==> src/hdl/cpa_regs.svh <==
// Constants for the chain position and alarm block.
// Assumes inclusion by the package, design and bench files.
`ifndef CPA_REGS_SVH
`define CPA_REGS_SVH

`define CPA_NUM_CELLS      6
`define CPA_CELLS_SIX      2'b00
`define CPA_CELLS_FIVE     2'b01
`define CPA_CELLS_FOUR     2'b10
`define CPA_CELLS_THREE    2'b11
`define CPA_POS_MIDDLE     2'b00
`define CPA_POS_BOTTOM     2'b01
`define CPA_POS_TOP        2'b10
`define CPA_POS_ALONE      2'b11

`define CPA_ADDR_STATUS    4'h0
`define CPA_ADDR_CLEAR     4'h1
`define CPA_ADDR_ENABLE    4'h2
`define CPA_ADDR_CONFIG    4'h3
`define CPA_ADDR_LIVE      4'h4
`define CPA_ADDR_CTRL      4'h5
`define CPA_ENABLE_RST     3'h0
`define CPA_CTRL_RST       1'h0

`define CPA_BIT_HIGH_VOLT  0
`define CPA_BIT_LOW_VOLT   1
`define CPA_BIT_HEAT       2
`endif

==> src/hdl/cpa_pkg.sv <==
// Types shared by the chain position and alarm block.
// Assumes the constants header sits beside it.
`include "cpa_regs.svh"
package cpa_pkg;
    typedef enum logic [1:0] {
        CPA_MIDDLE,
        CPA_BOTTOM,
        CPA_TOP,
        CPA_ALONE
    } cpa_pos_e;
    typedef logic [2:0] cpa_alarm_t;
endpackage

==> src/hdl/cpa_sync.sv <==
// Two flip-flop synchroniser for a vector of pin levels.
// Assumes inputs come from outside the clk domain.
`timescale 1ns/1ns
module cpa_sync #(
    parameter int W = 1
) (
    input  wire logic         clk,
    input  wire logic         rst,
    input  wire logic [W-1:0] d,
    output logic      [W-1:0] q
);
    logic [W-1:0] meta_reg;
    logic [W-1:0] meta_next;
    logic [W-1:0] q_next;

    always_comb begin
        meta_next = d;
        q_next    = meta_reg;
    end

    always_ff @(posedge clk) begin
        if (rst) begin
            meta_reg <= '0;
            q        <= '0;
        end else begin
            meta_reg <= meta_next;
            q        <= q_next;
        end
    end
endmodule

==> src/hdl/cpa_top.sv <==
// Strap decode, alarm merge and chain routing for one stack monitor.
// Assumes comparator results and straps as digital pins, synchronised here.
// Notes on behaviour
// - With the polarity strap low, heat alarm when either temp input is below.
// - With the polarity strap high, heat alarm when either temp input is above.
// - Cell straps 00/01/10/11 select six/five/four/three cells, top ones unused.
// - Position straps, high first: 00 middle, 01 bottom, 10 top, 11 standalone.
// - Position straps read 0 at the high rail and 1 at the low rail.
// - A bottom part is master and takes enable and test from host levels.
// - A bottom part takes alarms from above and leaves its chain outputs idle.
// - A middle part takes alarms from above and drives enable/test upward.
// - A top part ignores chain alarm inputs and leaves enable/test idle.
// - A standalone part ignores host levels and chain inputs, chain and enable/test outputs idle.
// - Each level alarm merges this part's category with all parts above.
// - Alarm outputs are low when quiet and high when alarmed.
// - Sharing strap high keeps alarms apart; low, any alarm drives all three.
// - A bottom part passes the host enable upward on its enable output.
// - Alarm outputs follow the comparators; status bits stay set until cleared by a write.
//
// The address-and-strobe port and the register offsets are this design's own decisions.
`timescale 1ns/1ns
`include "cpa_regs.svh"
module cpa_top #(
    parameter int NCELL = `CPA_NUM_CELLS
) (
    input  wire logic             clk,
    input  wire logic             rst,
    input  wire logic [NCELL-1:0] cell_over,
    input  wire logic [NCELL-1:0] cell_under,
    input  wire logic             temp_sense_a,
    input  wire logic             temp_sense_b,
    input  wire logic             temp_above_a,
    input  wire logic             temp_above_b,
    input  wire logic             thermistor_polarity_strap,
    input  wire logic             cell_count_strap_a,
    input  wire logic             cell_count_strap_b,
    input  wire logic             chain_high_flag,
    input  wire logic             chain_low_flag,
    input  wire logic             alarm_sharing_strap,
    input  wire logic             enable_chain_in,
    input  wire logic             selfcheck_in,
    input  wire logic             chain_in_high_volt,
    input  wire logic             chain_in_low_volt,
    input  wire logic             chain_in_heat,
    input  wire logic [3:0]       reg_addr,
    input  wire logic [7:0]       reg_wdata,
    input  wire logic             reg_wr,
    input  wire logic             reg_rd,
    output logic      [7:0]       reg_rdata,
    output logic                  irq,
    output logic                  enable_chain_out,
    output logic                  selfcheck_out,
    output logic                  chain_out_high_volt,
    output logic                  chain_out_low_volt,
    output logic                  chain_out_heat,
    output logic                  level_alarm_high_volt,
    output logic                  level_alarm_low_volt,
    output logic                  level_alarm_heat,
    output cpa_pkg::cpa_pos_e     chain_pos
);
    import cpa_pkg::*;

    localparam int NIN = 2 * NCELL + 15;

    // Every pin level passes two flops first
    logic [NIN-1:0] pin_raw;
    logic [NIN-1:0] pin_s;
    assign pin_raw = {cell_over, cell_under, temp_sense_a, temp_sense_b,
                      temp_above_a, temp_above_b, thermistor_polarity_strap,
                      cell_count_strap_a, cell_count_strap_b, chain_high_flag,
                      chain_low_flag, alarm_sharing_strap, enable_chain_in,
                      selfcheck_in, chain_in_high_volt, chain_in_low_volt,
                      chain_in_heat};

    cpa_sync #(.W(NIN)) u_sync (
        .clk (clk),
        .rst (rst),
        .d   (pin_raw),
        .q   (pin_s)
    );

    logic [NCELL-1:0] s_over;
    logic [NCELL-1:0] s_under;
    logic s_below_a, s_below_b, s_above_a, s_above_b, s_pol;
    logic s_cnt_a, s_cnt_b, s_hi_flag, s_lo_flag, s_share;
    logic s_en, s_test, s_in_hv, s_in_lv, s_in_heat;
    assign {s_over, s_under, s_below_a, s_below_b, s_above_a, s_above_b,
            s_pol, s_cnt_a, s_cnt_b, s_hi_flag, s_lo_flag, s_share,
            s_en, s_test, s_in_hv, s_in_lv, s_in_heat} = pin_s;

    // Combinational decode
    cpa_pos_e         pos_c;
    logic [NCELL-1:0] cell_mask;
    logic             own_hv;
    logic             own_lv;
    logic             own_heat;
    logic             take_chain;
    logic             drive_up;
    cpa_alarm_t       merged;
    cpa_alarm_t       shown;

    always_comb begin
        // Straps read inverted: 0 at high rail means logic 0 here
        case ({s_hi_flag, s_lo_flag})
            `CPA_POS_MIDDLE: pos_c = CPA_MIDDLE;
            `CPA_POS_BOTTOM: pos_c = CPA_BOTTOM;
            `CPA_POS_TOP:    pos_c = CPA_TOP;
            `CPA_POS_ALONE:  pos_c = CPA_ALONE;
            default:         pos_c = CPA_ALONE;
        endcase
        cell_mask = '1;
        case ({s_cnt_a, s_cnt_b})
            `CPA_CELLS_SIX:   cell_mask = '1;
            `CPA_CELLS_FIVE:  cell_mask[5] = 1'b0;
            `CPA_CELLS_FOUR:  cell_mask[5:4] = 2'b00;
            `CPA_CELLS_THREE: cell_mask[5:3] = 3'b000;
            default:          cell_mask = '1;
        endcase
        own_hv = |(s_over & cell_mask);
        own_lv = |(s_under & cell_mask);
        if (s_pol) begin
            own_heat = s_above_a | s_above_b;
        end else begin
            own_heat = s_below_a | s_below_b;
        end
        take_chain = (pos_c == CPA_BOTTOM) || (pos_c == CPA_MIDDLE);
        drive_up   = take_chain;
        merged[`CPA_BIT_HIGH_VOLT] = own_hv | (take_chain & s_in_hv);
        merged[`CPA_BIT_LOW_VOLT]  = own_lv | (take_chain & s_in_lv);
        merged[`CPA_BIT_HEAT]      = own_heat | (take_chain & s_in_heat);
        if (s_share) begin
            shown = merged;
        end else begin
            shown = {3{|merged}};
        end
    end

    // Output and register state
    logic [2:0] status_reg, status_next;
    logic [2:0] enable_reg, enable_next;
    logic       ctrl_reg, ctrl_next;
    logic [7:0] rdata_next;
    logic       irq_next;
    logic [2:0] level_next;
    logic [2:0] chain_next;
    logic       en_out_next, test_out_next;
    logic [2:0] clear_c;

    always_comb begin
        clear_c = (reg_wr && reg_addr == `CPA_ADDR_CLEAR) ? reg_wdata[2:0]
                                                          : 3'h0;
        // Set wins over clear
        status_next = (status_reg & ~clear_c) | shown;
        enable_next = enable_reg;
        ctrl_next   = ctrl_reg;
        if (reg_wr && reg_addr == `CPA_ADDR_ENABLE) begin
            enable_next = reg_wdata[2:0];
        end
        if (reg_wr && reg_addr == `CPA_ADDR_CTRL) begin
            ctrl_next = reg_wdata[0];
        end
        rdata_next = 8'h00;
        if (reg_rd) begin
            case (reg_addr)
                `CPA_ADDR_STATUS: rdata_next = {5'h00, status_reg};
                `CPA_ADDR_ENABLE: rdata_next = {5'h00, enable_reg};
                `CPA_ADDR_CONFIG: rdata_next = {1'b0, s_share, s_pol,
                                                s_cnt_a, s_cnt_b,
                                                s_hi_flag, s_lo_flag, 1'b0};
                `CPA_ADDR_LIVE:   rdata_next = {3'h0, pos_c, shown};
                `CPA_ADDR_CTRL:   rdata_next = {7'h00, ctrl_reg};
                default:          rdata_next = 8'h00;
            endcase
        end
        irq_next      = |(status_next & enable_next);
        // Forced-alarm bit lets software exercise the outputs
        level_next    = shown | {3{ctrl_reg}};
        // Bottom and standalone chain outputs unused, held low
        chain_next    = (pos_c == CPA_MIDDLE || pos_c == CPA_TOP) ? level_next
                                                                  : 3'h0;
        en_out_next   = drive_up & s_en;
        test_out_next = drive_up & s_test;
    end

    always_ff @(posedge clk) begin
        if (rst) begin
            status_reg            <= 3'h0;
            enable_reg            <= `CPA_ENABLE_RST;
            ctrl_reg              <= `CPA_CTRL_RST;
            reg_rdata             <= 8'h00;
            irq                   <= 1'b0;
            enable_chain_out      <= 1'b0;
            selfcheck_out         <= 1'b0;
            chain_out_high_volt   <= 1'b0;
            chain_out_low_volt    <= 1'b0;
            chain_out_heat        <= 1'b0;
            level_alarm_high_volt <= 1'b0;
            level_alarm_low_volt  <= 1'b0;
            level_alarm_heat      <= 1'b0;
            chain_pos             <= CPA_ALONE;
        end else begin
            status_reg            <= status_next;
            enable_reg            <= enable_next;
            ctrl_reg              <= ctrl_next;
            reg_rdata             <= rdata_next;
            irq                   <= irq_next;
            enable_chain_out      <= en_out_next;
            selfcheck_out         <= test_out_next;
            chain_out_high_volt   <= chain_next[0];
            chain_out_low_volt    <= chain_next[1];
            chain_out_heat        <= chain_next[2];
            level_alarm_high_volt <= level_next[0];
            level_alarm_low_volt  <= level_next[1];
            level_alarm_heat      <= level_next[2];
            chain_pos             <= pos_c;
        end
    end
endmodule

==> config.mk <==
export PLATFORM = sky130hd
export DESIGN_NAME = cpa_top
export DESIGN_NICKNAME = d
export VERILOG_FILES = /design/src/hdl/cpa_pkg.sv /design/src/hdl/cpa_sync.sv /design/src/hdl/cpa_top.sv
export VERILOG_INCLUDE_DIRS = /design/src /design/src/hdl
export SDC_FILE = /design/constraint.sdc
export NUM_CORES = 1
export LEC_CHECK = 0
export CAP_MARGIN = 20
export CORE_MARGIN = 4
export CORE_UTILIZATION = 65
export DETAILED_ROUTE_END_ITERATION = 10
export DONT_BUFFER_PORTS = 1
export GPL_TIMING_DRIVEN = 0
export PLACE_DENSITY = 0.81
export SYNTH_ARGS = -nofsm -noshare
export SYNTH_HDL_FRONTEND = slang
export SYNTH_SLANG_ARGS = --single-unit
==> constraint.sdc <==
create_clock -name clk -period 2.6 [get_ports clk]
set_input_delay 0.52 -clock clk [delete_from_list [all_inputs] [get_ports clk]]
set_output_delay 0.52 -clock clk [all_outputs]
set_load 0.005 [all_outputs]
==> results.md <==
Run status:
- The run finished with clean final reports.

Clock network:
- For the worst-skew pair, the clock arrives at the later sink with an insertion delay of 0.34 ns.
- The TritonCTS clock tree is yes.
- The post-CTS setup buffer count is 0.
- In this run, CTS created clock tree buffers numbering 9.
- The clock passes through at most 2 buffers.
- The number of gates resized after cts is 0.
- The clock sink count is 79.
- The number of H-tree levels is 3.
- Hold repair after CTS inserted 0 buffers.
- The clock edge transition at the registers on the reported setup and hold paths is 0.07 ns.
- The cell chosen for the clock root is sky130_fd_sc_hd__clkbuf_8.

Yosys:
- The share of async-settable or async-resettable flops after synthesis is 0%.
- Counting flops and latches in the post-synthesis netlist gives 79.
- The synthesized net count is 288.
- Yosys mapped the design onto 36 distinct sky130hd cell types.
- After synthesis the cells add up to 0.002535 mm².
- During synthesis, Yosys emitted a total of 0 warnings.
- The most used flip-flop cell after synthesis is sky130_fd_sc_hd__dfxtp_1.
- Counting every instance in the synthesized netlist gives 245.
- The synthesized area divided by synthesized cell count is 10.35 µm².
- Yosys mapped a number of flops with a built-in enable equal to 0.
- Summing the sequential cell areas from Yosys gives 62.39% of the chip area.

Floorplan:
- The floorplan has 22 rows.
- The number of I/O pins is 62.
- The area of the placeable core is 0.003716 mm².
- The vertical die dimension is 70.45 µm.
- The die footprint is 0.004963 mm².
- For this configuration, the core starts out at a cell density of 68.22%.
- The floorplan step set the die width to 70.45 µm.

Layout:
- The area growth from synthesis to layout is 11.30%.
- The repair_antennas step left the layout with diodes totalling 0.
- The number of standard cells in the final layout excluding fillers is 308.
- In the layout the commonest cells are sky130_fd_sc_hd__dfxtp_1 (79), sky130_fd_sc_hd__nor2b_1 (55), sky130_fd_sc_hd__nor2_1 (29).
- The number of filler instances in the final layout is 250.
- For this run, the post-layout net count is 299.
- The most common cell after layout, fill and taps aside is sky130_fd_sc_hd__dfxtp_1.
- The share of cells above drive strength 1 is 9.615%.

Drt:
- The first detailed-routing pass ran for 4 iterations.
- The DRC violation total after the first TritonRoute iteration is 131.
- The routed via count is 1645.
- The remaining number of nets flagged by the antenna check after routing is 0.
- The final layout contains routed wiring with a total length of 4.454 mm.
- In the routed layout, each cell is associated on average with a via count of 5.341.
- The count of unresolved DRC violations after routing is 0.
- After detailed routing, the average wire length per cell comes to 14.46 µm.

GRT:
- The via count of the first global-routing pass came to 1527.
- The maximum number of pins on one net before global-route repair is 13.
- The wire length of the first global-routing pass is 7.072 mm.
- For this run, the total global-route usage over all layers was measured as 19.11%.
- The initial antenna violation count is 0.
- The total overflow reported by the global router is 0.

Pwr:
- The highest ir drop seen on vdd is 0.0005829 V.
- The power per standard cell area is 864.2 mW/mm².
- The post-route total power is 2438 µW.
- Summed over all cells, the static leakage comes to 0.001152 µW.

Timing:
- The number of hold violations in the final report is 0.
- The final number of max-transition violations is 0.
- The setup violation total in the final timing report is 0.
- Setup repair after global routing left no endpoint under its margin.
- Clock skew on the completed layout was measured at 0.01174 ns.
- For the final routed database, the setup TNS stands at 0 ns.
- The worst path needs 1.705 ns of the cycle, external delays included.
- Timing would allow up to 586.4 MHz.
- Of the available clock period, the critical path in the final layout requires 65.59%.

Placement:
- Routability-driven placement finished with a final weighted congestion of 0.8023.
- Detailed placement ended at an HPWL of 3.182 mm.
- The number of placed instances, taps included, is 293.
- During placement, the flow inserted port buffers numbering 0.

Setup path:
- The kind of critical path is flip-flop to flip-flop.
- For the worst setup path, the data required time is 2.82 ns.
- Of all nets on the critical path, the largest fanout is 4.
- The nature of the critical path endpoint is a flip-flop.
- The critical path arrival is 1.92 ns.
- STA classifies the critical path startpoint as a flip-flop.

Run:
- The number of maximum-capacitance constraint violations is 0.

Worst hold path:
- In this run the worst hold path is classified as input port to flip-flop.
==> power breakdown <==
group,internal (µW),total (µW),switching [µW]
sequential,1270,1290,20.6
clock,632,1020,391
combinational,56.7,129,72.1
total,1950,2440,483
==> critical path, cell delays in order (launching register included) <==
cell                       delay, ns
sky130_fd_sc_hd__dfxtp_1        0.41
sky130_fd_sc_hd__inv_1          0.08
sky130_fd_sc_hd__a222oi_1       0.38
sky130_fd_sc_hd__and3_1         0.27
sky130_fd_sc_hd__a21oi_2        0.10
sky130_fd_sc_hd__nor3_1         0.27
sky130_fd_sc_hd__nor2_1         0.08
==> Yosys cell counts (2+ instances only) <==
cell                       instances  share of area (%)
sky130_fd_sc_hd__a22oi_1           3               0.89
sky130_fd_sc_hd__mux2i_1           3                1.2
sky130_fd_sc_hd__o21ai_0           4               0.79
sky130_fd_sc_hd__and3_1            5                1.2
sky130_fd_sc_hd__a31oi_1           2               0.49
sky130_fd_sc_hd__inv_1             8                1.2
sky130_fd_sc_hd__a21oi_1           4               0.79
sky130_fd_sc_hd__nor3_1            4               0.79
sky130_fd_sc_hd__nor2b_1          55                 14
sky130_fd_sc_hd__or2_2             3               0.74
sky130_fd_sc_hd__o21ai_1           3               0.59
sky130_fd_sc_hd__a222oi_1          2               0.79
sky130_fd_sc_hd__mux2_2            2               0.89
sky130_fd_sc_hd__a41o_1            2               0.79
sky130_fd_sc_hd__nand3_1           2               0.39
sky130_fd_sc_hd__a22o_1            2               0.69
sky130_fd_sc_hd__nand2_1          10                1.5
sky130_fd_sc_hd__clkbuf_1          7                1.0
sky130_fd_sc_hd__nor2_1           29                4.3
sky130_fd_sc_hd__dfxtp_1          79                 62
==> layout make-up <==
type	instances	area [µm²]	area share, %
well taps	48	60.06	2.129
clock inverters	4	95.09	3.370
plain buffers	10	50.05	1.774
multi-input cells	148	873.3	30.95
inverters	8	30.03	1.064
clock buffers	11	131.4	4.656
flip-flops and latches	79	1582	56.05
==> path summary, 6_finish.rpt <==
kind,start,endpoint,slack (ns),depth (start not counted)
max reg2reg,u_sync.q[8]$_SDFF_PP0_,chain_out_heat$_SDFF_PP0_,0.89,6
min,temp_sense_a,u_sync.meta_reg[14]$_SDFF_PP0_,0.31,1
min reg2reg,u_sync.meta_reg[26]$_SDFF_PP0_,u_sync.q[26]$_SDFF_PP0_,0.42,1
max,u_sync.q[8]$_SDFF_PP0_,chain_out_heat$_SDFF_PP0_,0.89,6
==> metal layers <==
| metal | GRT usage, % | share of wire, % |
|---|---|---|
| met3 | 6.187 | 7.7 |
| met4 | 12.13 | 2.9 |
| met1 | 20.55 | 39 |
| met2 | 32.02 | 50 |
| met5 | 0 | 0 |
==> cell families after synthesis <==
kind of cell           share of synthesized area (%)
and+or+nand+nor                                25.03
DFF                                            62.39
AOI/OAI and AO/OA                              7.207
buffers and inverters                          3.159
muxes                                          2.073
other                                         0.1479
==> per-stage QoR <==
step	hold WS (ns)	setup slack (ns)	area (µm²)	util (%)
finish	0.3099	0.8946	2821	75.93
global route	0.2958	0.7447	2821	75.93
CTS	0.2966	0.9039	2821	75.93
detailed placement	0.4169	0.7710	2595	69.83
global placement	0.4011	0.8225	2595	69.83
floorplan	0.3933	0.9832	2535	-
Note: power is estimated with default switching activity, not from simulation.
